--- config.mk ---
export PLATFORM = sky130hd
export DESIGN_NAME = asfr_status_top
export DESIGN_NICKNAME = d
export VERILOG_FILES = /design/src/hdl/asfr_pkg.sv /design/src/hdl/asfr_alu_if.sv /design/src/hdl/asfr_alu_flags.sv /design/src/hdl/asfr_ptr_step.sv /design/src/hdl/asfr_status_top.sv
export SDC_FILE = /design/constraint.sdc
export NUM_CORES = 1
export LEC_CHECK = 0
export BUFFER_PORTS_ARGS = -buffer_cell sky130_fd_sc_hd__buf_4
export CORE_ASPECT_RATIO = 0.8
export CORE_UTILIZATION = 45
export DETAILED_ROUTE_END_ITERATION = 6
export PLACE_DENSITY = 0.69
export SYNTH_ARGS = -nofsm -noshare
export SYNTH_HDL_FRONTEND = slang
export SYNTH_HIERARCHICAL = 1
export SYNTH_SLANG_ARGS = --single-unit
--- constraint.sdc ---
create_clock -name clk -period 5.26 [get_ports clk]
set_input_delay 1.578 -clock clk [delete_from_list [all_inputs] [get_ports clk]]
set_output_delay 1.578 -clock clk [all_outputs]
set_load 0.03 [all_outputs]
--- src/hdl/asfr_pkg.sv ---
// Constants, opcodes and step codes for the ALU status and pointer mode register.
// Summary of operation
// - Status register accepts every instruction as destination.
// - Flag-updating writes take flags from flag logic.
// - Clear-file zeroes mode bits, sets zero flag.
// - Bit, swap, move-from-acc instructions keep flags unless the status register is the destination.
// - Bits 7:6 step pointer 1 after access.
// - Bits 5:4 step pointer 0 after access.
// - Bit 3 flags signed range overflow.
// - Bit 2 set when result is zero.
// - Bit 1 is carry out of bit 3.
// - Bit 0 is carry out of bit 7.
// - Subtract adds two's complement; carry means no borrow.
// - Rotate through carry loads shifted-out bit.
// - Single operand from accumulator or file register.
// - Two operands: accumulator with file or literal.
// - Status register sits at unbanked address 04h.
// - Multiply leaves all four flags unchanged.
package asfr_pkg;

  // Address of the status register, seen from every bank
  localparam logic [7:0] STATUS_ADDR = 8'h04;
  // Mode bits come up as ones, flag bits as zero
  localparam logic [7:0] STATUS_RESET = 8'hF0;
  // Bit positions inside the status byte
  localparam int BIT_OV = 3;
  localparam int BIT_Z = 2;
  localparam int BIT_DC = 1;
  localparam int BIT_C = 0;
  localparam int PTR1_LO = 6;
  localparam int PTR0_LO = 4;
  // Which of the four flags an operation writes (OV, Z, DC, C)
  localparam logic [3:0] MASK_ALL = 4'hF;
  localparam logic [3:0] MASK_ZERO = 4'h4;
  localparam logic [3:0] MASK_CARRY = 4'h1;
  localparam logic [3:0] MASK_NONE = 4'h0;
  // Mode field encodings
  localparam logic [1:0] STEP_DEC_CODE = 2'h0;
  localparam logic [1:0] STEP_INC_CODE = 2'h1;
  // Bus read value for unmapped addresses
  localparam logic [7:0] READ_IDLE = 8'h00;

  // Operations issued by the instruction execution logic
  typedef enum logic [4:0] {
    OP_NOP,
    OP_ADD_ACC_FILE,
    OP_ADD_LITERAL,
    OP_SUB_ACC_FILE,
    OP_SUB_LITERAL,
    OP_AND_FILE,
    OP_AND_LITERAL,
    OP_OR_FILE,
    OP_XOR_FILE,
    OP_INC,
    OP_DEC,
    OP_COMPLEMENT,
    OP_ROT_RIGHT_THROUGH,
    OP_ROT_LEFT_THROUGH,
    OP_CLEAR_FILE,
    OP_BIT_CLEAR,
    OP_BIT_SET,
    OP_NIBBLE_SWAP,
    OP_MOVE_FROM_ACC,
    OP_MOVE_FILE,
    OP_MUL_FILE,
    OP_MUL_LITERAL
  } asfr_op_t;

  // Post-access action on an indirect pointer
  typedef enum logic [1:0] {
    STEP_DECREMENT,
    STEP_INCREMENT,
    STEP_HOLD
  } asfr_step_t;

endpackage

--- src/hdl/asfr_alu_if.sv ---
// Carrier between the status register core and its flag-generating ALU.
`timescale 1ns/1ps
`default_nettype none
interface asfr_alu_if;
  import asfr_pkg::*;
  asfr_op_t op; // Operation to perform
  logic [7:0] opA; // File, literal or single operand
  logic [7:0] opB; // Accumulator operand
  logic [2:0] bitSel; // Bit number for bit set or clear
  logic carryIn; // Current carry flag
  logic [7:0] result; // Eight-bit result
  logic [15:0] product; // Multiply result
  logic [3:0] flags; // OV, Z, DC, C from the flag logic
  logic [3:0] mask; // Flags this operation writes

  modport alu (input op, opA, opB, bitSel, carryIn, output result, product, flags, mask);
  modport core (output op, opA, opB, bitSel, carryIn, input result, product, flags, mask);
endinterface
`default_nettype wire

--- src/hdl/asfr_alu_flags.sv ---
// Eight-bit ALU with overflow, zero, nibble-carry and carry generation.
`timescale 1ns/1ps
`default_nettype none
module asfr_alu_flags
(
  asfr_alu_if.alu aluPort
);
  import asfr_pkg::*;

  // Adder shared by add, subtract, increment and decrement
  // Returns {carry, nibbleCarry, overflow, sum}
  function automatic logic [10:0] addFlags(input logic [7:0] a, input logic [7:0] b,
                                           input logic cin);
    logic [4:0] lo;
    logic [8:0] full;
    logic ov;
    lo = {1'b0, a[3:0]} + {1'b0, b[3:0]} + {4'h0, cin};
    full = {1'b0, a} + {1'b0, b} + {8'h00, cin};
    ov = (a[7] == b[7]) && (full[7] != a[7]);
    return {full[8], lo[4], ov, full[7:0]};
  endfunction

  logic [10:0] sumBits; // Adder output for this operation
  logic [7:0] res; // Result before the zero test
  logic carryOut; // Carry produced by a rotate

  // Operation decode; flags not in the mask are ignored by the core
  always_comb
  begin
    sumBits = addFlags(aluPort.opA, aluPort.opB, 1'b0);
    res = aluPort.opA;
    carryOut = aluPort.carryIn;
    aluPort.mask = MASK_NONE;
    case (aluPort.op)
      OP_ADD_ACC_FILE, OP_ADD_LITERAL:
      begin
        aluPort.mask = MASK_ALL;
        res = sumBits[7:0];
      end
      OP_SUB_ACC_FILE, OP_SUB_LITERAL:
      begin
        // Carry set means no borrow, by the two's complement add
        sumBits = addFlags(aluPort.opA, ~aluPort.opB, 1'b1);
        aluPort.mask = MASK_ALL;
        res = sumBits[7:0];
      end
      OP_INC:
      begin
        sumBits = addFlags(aluPort.opA, 8'h01, 1'b0);
        aluPort.mask = MASK_ALL;
        res = sumBits[7:0];
      end
      OP_DEC:
      begin
        sumBits = addFlags(aluPort.opA, 8'hFF, 1'b0);
        aluPort.mask = MASK_ALL;
        res = sumBits[7:0];
      end
      OP_AND_FILE, OP_AND_LITERAL:
      begin
        aluPort.mask = MASK_ZERO;
        res = aluPort.opA & aluPort.opB;
      end
      OP_OR_FILE:
      begin
        aluPort.mask = MASK_ZERO;
        res = aluPort.opA | aluPort.opB;
      end
      OP_XOR_FILE:
      begin
        aluPort.mask = MASK_ZERO;
        res = aluPort.opA ^ aluPort.opB;
      end
      OP_COMPLEMENT:
      begin
        aluPort.mask = MASK_ZERO;
        res = ~aluPort.opA;
      end
      OP_ROT_RIGHT_THROUGH:
      begin
        aluPort.mask = MASK_CARRY;
        res = {aluPort.carryIn, aluPort.opA[7:1]};
        carryOut = aluPort.opA[0];
      end
      OP_ROT_LEFT_THROUGH:
      begin
        aluPort.mask = MASK_CARRY;
        res = {aluPort.opA[6:0], aluPort.carryIn};
        carryOut = aluPort.opA[7];
      end
      OP_CLEAR_FILE:
      begin
        aluPort.mask = MASK_ZERO;
        res = 8'h00;
      end
      // Bit, swap and move operations write no flags unless the status byte is their destination
      OP_BIT_CLEAR: res = aluPort.opA & ~(8'h01 << aluPort.bitSel);
      OP_BIT_SET: res = aluPort.opA | (8'h01 << aluPort.bitSel);
      OP_NIBBLE_SWAP: res = {aluPort.opA[3:0], aluPort.opA[7:4]};
      OP_MOVE_FROM_ACC: res = aluPort.opB;
      default: res = aluPort.opA;
    endcase
  end

  // Rotates report their own carry; arithmetic uses the adder
  assign aluPort.result = res;
  assign aluPort.flags = {sumBits[8], res == 8'h00, sumBits[9],
                          (aluPort.mask == MASK_CARRY) ? carryOut : sumBits[10]};
  // Multiply is unsigned and never writes flags
  assign aluPort.product = aluPort.opA * aluPort.opB;
endmodule
`default_nettype wire

--- src/hdl/asfr_ptr_step.sv ---
// Decodes a two-bit pointer mode field into the post-access step.
`timescale 1ns/1ps
`default_nettype none
module asfr_ptr_step
(
  input wire logic [1:0] modeField,
  output asfr_pkg::asfr_step_t step
);
  import asfr_pkg::*;

  // Both codes with the high bit set mean hold
  always_comb
  begin
    case (modeField)
      STEP_DEC_CODE: step = STEP_DECREMENT;
      STEP_INC_CODE: step = STEP_INCREMENT;
      default: step = STEP_HOLD;
    endcase
  end
endmodule
`default_nettype wire

--- src/hdl/asfr_status_top.sv ---
// ALU status and pointer mode register with operand routing and write-back.
//
// The implementer's own choice: the strobed register port.
`timescale 1ns/1ps
`default_nettype none
module asfr_status_top
(
  input wire logic clk,
  input wire logic rst,
  // Software register port
  input wire logic [7:0] busAddr,
  input wire logic [7:0] busWrData,
  input wire logic busWrEn,
  input wire logic busRdEn,
  output logic [7:0] busRdData,
  // Instruction issue from the execution logic
  input wire logic instrValid,
  input wire asfr_pkg::asfr_op_t instrOp,
  input wire logic [7:0] instrFileAddr,
  input wire logic instrDestFile,
  input wire logic instrSrcFile,
  input wire logic [7:0] instrLiteral,
  input wire logic [2:0] instrBitSel,
  input wire logic [7:0] accData,
  input wire logic [7:0] fileData,
  // Write-back toward accumulator and file registers
  output logic [7:0] resultData,
  output logic accWrEn,
  output logic fileWrEn,
  output logic [7:0] fileWrAddr,
  output logic [15:0] productData,
  output logic productWrEn,
  // Status and mode view
  output logic [7:0] statusData,
  output logic signedRangeFlag,
  output logic zeroFlag,
  output logic nibbleCarryFlag,
  output logic carryFlag,
  output asfr_pkg::asfr_step_t pointer1Step,
  output asfr_pkg::asfr_step_t pointer0Step
);
  import asfr_pkg::*;

  // Status byte and its next value
  logic [7:0] status_reg;
  logic [7:0] status_next;
  // Registered bus read data
  logic [7:0] rdData_reg;
  logic [7:0] rdData_next;
  // Write-back registers
  logic [7:0] result_reg;
  logic accWr_reg;
  logic fileWr_reg;
  logic [7:0] fileAddr_reg;
  logic [15:0] product_reg;
  logic productWr_reg;

  // Decoded instruction attributes
  logic hitsStatus; // Instruction addresses the status register
  logic [7:0] fileOperand; // File operand, status served locally
  logic usesLiteral; // Second operand is the immediate
  logic singleOperand; // Operand may be accumulator or file
  logic forcedFile; // Destination is always the file
  logic toFile; // Result goes to a file register
  logic toAcc; // Result goes to the accumulator
  logic isMultiply; // Result goes to the product only
  logic isNop; // Nothing is written
  logic [3:0] mergedFlags; // Flags after masking in new values

  asfr_alu_if aluBus ();

  // Flag-producing ALU
  asfr_alu_flags aluUnit
  (
    .aluPort(aluBus.alu)
  );

  // Pointer 1 mode decode from bits 7:6
  asfr_ptr_step ptr1Decode
  (
    .modeField(status_reg[PTR1_LO +: 2]),
    .step(pointer1Step)
  );

  // Pointer 0 mode decode from bits 5:4
  asfr_ptr_step ptr0Decode
  (
    .modeField(status_reg[PTR0_LO +: 2]),
    .step(pointer0Step)
  );

  // Address match ignores banking since the register is unbanked
  function automatic logic isStatusAddr(input logic [7:0] addr);
    return addr == STATUS_ADDR;
  endfunction

  // Classify the operation for operand and destination routing
  always_comb
  begin
    usesLiteral = 1'b0;
    singleOperand = 1'b0;
    forcedFile = 1'b0;
    isMultiply = 1'b0;
    isNop = 1'b0;
    case (instrOp)
      OP_ADD_LITERAL, OP_SUB_LITERAL, OP_AND_LITERAL: usesLiteral = 1'b1;
      OP_MUL_LITERAL:
      begin
        usesLiteral = 1'b1;
        isMultiply = 1'b1;
      end
      OP_MUL_FILE: isMultiply = 1'b1;
      OP_INC, OP_DEC, OP_COMPLEMENT, OP_ROT_RIGHT_THROUGH,
      OP_ROT_LEFT_THROUGH, OP_NIBBLE_SWAP, OP_MOVE_FILE: singleOperand = 1'b1;
      OP_CLEAR_FILE, OP_BIT_CLEAR, OP_BIT_SET, OP_MOVE_FROM_ACC: forcedFile = 1'b1;
      OP_NOP: isNop = 1'b1;
      default: isNop = 1'b0;
    endcase
  end

  // Read-modify-write of the status must see the live byte, not a stale copy
  assign hitsStatus = isStatusAddr(instrFileAddr);
  assign fileOperand = hitsStatus ? status_reg : fileData;

  // Operand selection feeding the ALU
  always_comb
  begin
    aluBus.op = instrOp;
    aluBus.opB = accData;
    aluBus.bitSel = instrBitSel;
    aluBus.carryIn = status_reg[BIT_C];
    if (singleOperand)
    begin
      // Single operand from file or accumulator
      aluBus.opA = instrSrcFile ? fileOperand : accData;
    end
    else if (usesLiteral)
    begin
      aluBus.opA = instrLiteral;
    end
    else
    begin
      aluBus.opA = fileOperand;
    end
  end

  // Destination choice; literal ops other than multiply always land in the accumulator
  assign toFile = !isNop && !isMultiply && !usesLiteral && (forcedFile || instrDestFile);
  assign toAcc = !isNop && !isMultiply && !toFile;

  // Only flags the operation affects are replaced
  assign mergedFlags = (aluBus.flags & aluBus.mask) | (status_reg[3:0] & ~aluBus.mask);

  // Next status value: instruction has priority over a bus write
  always_comb
  begin
    status_next = status_reg;
    if (instrValid)
    begin
      if (toFile && hitsStatus)
      begin
        // Status accepts any instruction as destination
        if (aluBus.mask != MASK_NONE)
        begin
          // Flag write from the data path is disabled, flag logic wins
          status_next = {aluBus.result[7:4], mergedFlags};
        end
        else
        begin
          // Flag-neutral instructions write the whole byte
          status_next = aluBus.result;
        end
      end
      else
      begin
        // Mode bits stay; multiply has an empty mask and keeps flags
        status_next = {status_reg[7:4], mergedFlags};
      end
    end
    else if (busWrEn && isStatusAddr(busAddr))
    begin
      status_next = busWrData;
    end
  end

  // Status register, updated in the instruction's own cycle
  always_ff @(posedge clk or posedge rst)
  begin
    if (rst)
    begin
      status_reg <= STATUS_RESET;
    end
    else
    begin
      status_reg <= status_next;
    end
  end

  // Bus read data, one cycle after the strobe and only then
  always_comb
  begin
    rdData_next = READ_IDLE;
    if (busRdEn && isStatusAddr(busAddr))
    begin
      rdData_next = status_reg;
    end
  end

  // Read data register
  always_ff @(posedge clk or posedge rst)
  begin
    if (rst)
    begin
      rdData_reg <= READ_IDLE;
    end
    else
    begin
      rdData_reg <= rdData_next;
    end
  end

  // Result write-back, same edge as the flags
  always_ff @(posedge clk or posedge rst)
  begin
    if (rst)
    begin
      result_reg <= 8'h00;
      accWr_reg <= 1'b0;
      fileWr_reg <= 1'b0;
      fileAddr_reg <= 8'h00;
    end
    else
    begin
      accWr_reg <= instrValid && toAcc;
      // The status byte lives here, so no external write for it
      fileWr_reg <= instrValid && toFile && !hitsStatus;
      if (instrValid)
      begin
        result_reg <= aluBus.result;
        fileAddr_reg <= instrFileAddr;
      end
    end
  end

  // Product write-back for multiply
  always_ff @(posedge clk or posedge rst)
  begin
    if (rst)
    begin
      product_reg <= 16'h0000;
      productWr_reg <= 1'b0;
    end
    else
    begin
      productWr_reg <= instrValid && isMultiply;
      if (instrValid && isMultiply)
      begin
        product_reg <= aluBus.product;
      end
    end
  end

  // Outputs straight from registers
  assign busRdData = rdData_reg;
  assign resultData = result_reg;
  assign accWrEn = accWr_reg;
  assign fileWrEn = fileWr_reg;
  assign fileWrAddr = fileAddr_reg;
  assign productData = product_reg;
  assign productWrEn = productWr_reg;
  assign statusData = status_reg;
  assign signedRangeFlag = status_reg[BIT_OV];
  assign zeroFlag = status_reg[BIT_Z];
  assign nibbleCarryFlag = status_reg[BIT_DC];
  assign carryFlag = status_reg[BIT_C];
endmodule
`default_nettype wire

==> run_results.csv <==
group,metric,value,unit
status,status,"complete, but fails checks",
status,violations,"setup timing",
global_routing,grt_max_degree,52,
timing,max_freq,146.8,MHz
layout,areaGrowthSynthToFinish,42.34,%
floorplan,core,15310,sq um
route,viasPerCell,5.706,
layout,drive_above_1_share,0.4531,
clock_tree,cts_tree,"built",
power_and_ir_drop,p_leak,4.985,nW
critical_path,cp_num_buf_inv,5,
synthesis,syn_inst,819,
timing,slew_violations,0,
layout,antenna_cells,0,
global_routing,antenna_found_initial,0,
power_and_ir_drop,ir_drop,0.0003078,V
route,ant_nets,0,
power_and_ir_drop,powerDensity,359.3,nW/um^2
route,drtIter0Drc,536,
placed_design,dp.final_hpwl,19800,microns
clock_tree,htree_levels,2,
critical_path,end_kind,"flop",
layout,num-nets-final,1236,
layout,fillerInstances,1255,
critical_path,critPathRequiredTime,5.46,ns
floorplan,die_h,115.0,microns
placed_design,gp_congestion,0.9454,
global_routing,grt_pass1_wl,39280,microns
floorplan,start_util,0.4691,
timing,finalClockSkew,0.007511,ns
flow_run,drv_cap,0,
power_and_ir_drop,power_frac_comb,0.762,
route,drc,0,
timing,worstMarginPinSlew,1.133,ns
clock_tree,cts_root_buf,"clkbuf_16",
power_and_ir_drop,p_seq_frac,0.147,
synthesis,ys_types,89,
timing,maxSlewHeadroom,0.2391,
clock_tree,path_clk_slew,0.07,ns
global_routing,grt_util_all_layers,0.3139,
layout,stdcell_area,10230,sq um
clock_tree,cts_made_buffers,5,
critical_path,slowest_delay,0.51,ns
layout,multiInputGateArea,5817,sq um
timing,setup_viol,22,
global_routing,grt_pass1_vias,7260,
power_and_ir_drop,power.total,0.003674,W
critical_path,cp.arrival,7.01,ns
layout,regArea,1281,sq um
layout,most-common-layout-cells,"buf_4 (276), inv_1 (67), nor2_1 (62)",
synthesis,ys_seq_area_frac,0.1783,
placed_design,dp_slack,-2.021,ns
timing,layout_setup_ws,-1.551,ns
route,route.detailed.wl_per_inst,19.65,microns
synthesis,synth_area,7184,sq um
synthesis,synthFlopType,"dfrtp_1",
layout,stdcell_count,1287,
power_and_ir_drop,netSwitchingFraction,0.4374,
route,vias,7343,
power_and_ir_drop,p_int,0.002067,W
critical_path,startpoint_type,"input pin",
synthesis,ys_ff_latch,51,
timing,rsz0062_at_grt,"true",
critical_path,path_delay_family,"adder cells",
placed_design,place_inst,1254,
critical_path,crit_slowest_cell,"fa_1",
timing,fin_tns_setup,-16.66,ns
floorplan,die_area,16480,sq um
clock_tree,hold_buffers,0,
critical_path,cp_max_fo,5,
placed_design,post_dp_cell_area,9422,sq um
critical_path,path_common_cell,"mux2_4",
critical_path,worstSetupPathType,"input pin to flop",
floorplan,fp-row-count,40,
synthesis,syn_area_per_cell,8.772,sq um
timing,period_share,1.295,
synthesis,syn-num-nets,979,
synthesis,yosysWarnings,6,
worst_hold_path,hold_path_class,"flop to flop",
clock_tree,clk_latency,0.31,ns
floorplan,die_w,143.3,microns
floorplan,io_pins,122,
clock_tree,cts.path.max_buffers,2,
layout,final_common_cell,"buf_4",
placed_design,numPortBuffers,121,
clock_tree,clkSinkCount,51,
power_and_ir_drop,p_switching,0.001607,W
global_routing,grt-ovfl-total,0,
route,drt-total-wl,25290,microns
timing,min_period,6.811,ns
route,first_pass_iters,6,
power_and_ir_drop,power.share.clock,0.091,
timing,finalHoldViolations,0,
synthesis,async_flop_share,1.000,
synthesis,synth_enable_flop_cells,0,
critical_path,path_cells,"buf_6, nor4b_4, and2_4, buf_6, mux2_4, mux2_4, mux2_4, inv_8, nor2_4, fa_2, fa_1, inv_2, fa_1, fa_1, inv_2, ha_4, o21a_1, nor2_4, o21bai_4, a31o_2, a41o_1, o41a_1, xnor2_1, mux2_4",
==> synth_stat cells (all sizes together), types with 14 or more instances <==
cell type	number	share of area
nor3	31	0.025
buf	28	0.028
mux2i	28	0.039
clkbuf	24	0.013
nand2	43	0.024
and2	25	0.022
nor2	71	0.037
fa	38	0.11
mux2	65	0.11
ha	59	0.10
nor2b	15	0.014
dfrtp	47	0.16
and3	15	0.014
a21oi	41	0.030
inv	83	0.043
o21ai	21	0.015
xnor2	14	0.017
==> flip-flops by register name, indices dropped and copies added, names as in the netlist <==
name	cells
resultData	8
accWrEn	1
statusData	8
fileWrAddr	8
productWrEn	1
productData	16
busRdData	8
fileWrEn	1
==> area by class of cell <==
cell class | instances | area share
Timing Repair Buffer | 302 | 0.2332
Inverter | 84 | 0.03279
Clock buffer | 5 | 0.01224
Tap cell | 210 | 0.02569
Multi-Input combinational cell | 632 | 0.5688
Sequential cell | 51 | 0.1253
Clock inverter | 3 | 0.001958
==> power groups by stage <==
stage / Clock (W) / Sequential, W / Combinational [W]
4_1_cts: 0.000340 / 0.000541 / 0.00261
3_5_place_dp: 0 / 0.000548 / 0.00241
2_1_floorplan: 0 / 0.000745 / 0.00138
6_report: 0.000334 / 0.000542 / 0.00280
3_3_place_gp: 0 / 0.000546 / 0.00237
5_1_grt: 0.000354 / 0.000550 / 0.00307
==> per-stage QoR <==
| stage | hold slack (ns) | utilization |
|---|---|---|
| global route | 0.5022 | 0.6677 |
| finish | 0.4887 | 0.6677 |
| CTS | 0.4931 | 0.6470 |
| global placement | 0.4688 | 0.6152 |
| floorplan | 0.6129 | - |
| detailed placement | 0.4770 | 0.6152 |
==> final timing paths <==
| kind | slack [ns] | endpoint | cells after the start | startpoint |
|---|---|---|---|---|
| max in group asynchronous | 3.38 | statusData[3] | 3 | rst |
| setup reg to reg | -0.03 | productData[15] | 19 | statusData[3] |
| min in group asynchronous | 1.44 | productData[14] | 3 | rst |
| setup / recovery | -1.55 | productData[15] | 24 | instrFileAddr[0] |
| hold / removal | 0.49 | productData[2] | 1 | productData[2] |
| hold reg to reg | 0.49 | productData[2] | 1 | productData[2] |
==> cell families (layout without fill, tap and decap cells) <==
| group | count (synthesis) | count (layout) | synth area share |
|---|---|---|---|
| and+or+nand+nor | 263 | 263 | 0.2008 |
| AOI/OAI and AO/OA | 161 | 161 | 0.1613 |
| buffers and inverters | 136 | 394 | 0.08447 |
| adders and majority gates | 97 | 97 | 0.2086 |
| muxes | 93 | 93 | 0.1445 |
| DFF | 51 | 51 | 0.1783 |
| xor gates and xnor gates | 18 | 18 | 0.02194 |
==> routing by layer <==
layer / vias to the layer above / global-route usage / wire, microns / share of wire
met5: - / 0 / 0 / 0
met4: 0 / 0.07163 / 439 / 0.017
met3: 36 / 0.07913 / 2406 / 0.095
met2: 341 / 0.5044 / 11400 / 0.45
met1: 3552 / 0.4248 / 11040 / 0.44
li1: 3414 / - / - / -
==> worst register-to-register path: stages, from the launching register on <==
cell	delay [ns]
dfrtp_1	0.40
mux2_4	0.29
mux2_2	0.27
mux2_4	0.32
inv_4	0.08
buf_4	0.12
nor2_1	0.06
fa_1	0.48
fa_1	0.50
fa_1	0.49
inv_1	0.05
fa_1	0.49
inv_2	0.05
ha_4	0.22
a21o_1	0.17
a31o_2	0.22
a41o_1	0.21
o41a_1	0.39
xnor2_1	0.13
mux2_4	0.25
==> what timing repair did <==
item	in CTS	in global routing
resized for setup	58	59
endpoints found under the setup margin	23	23
pin swaps	44	38
buffers inserted	14	15
Power figures use the tool's default switching activity.
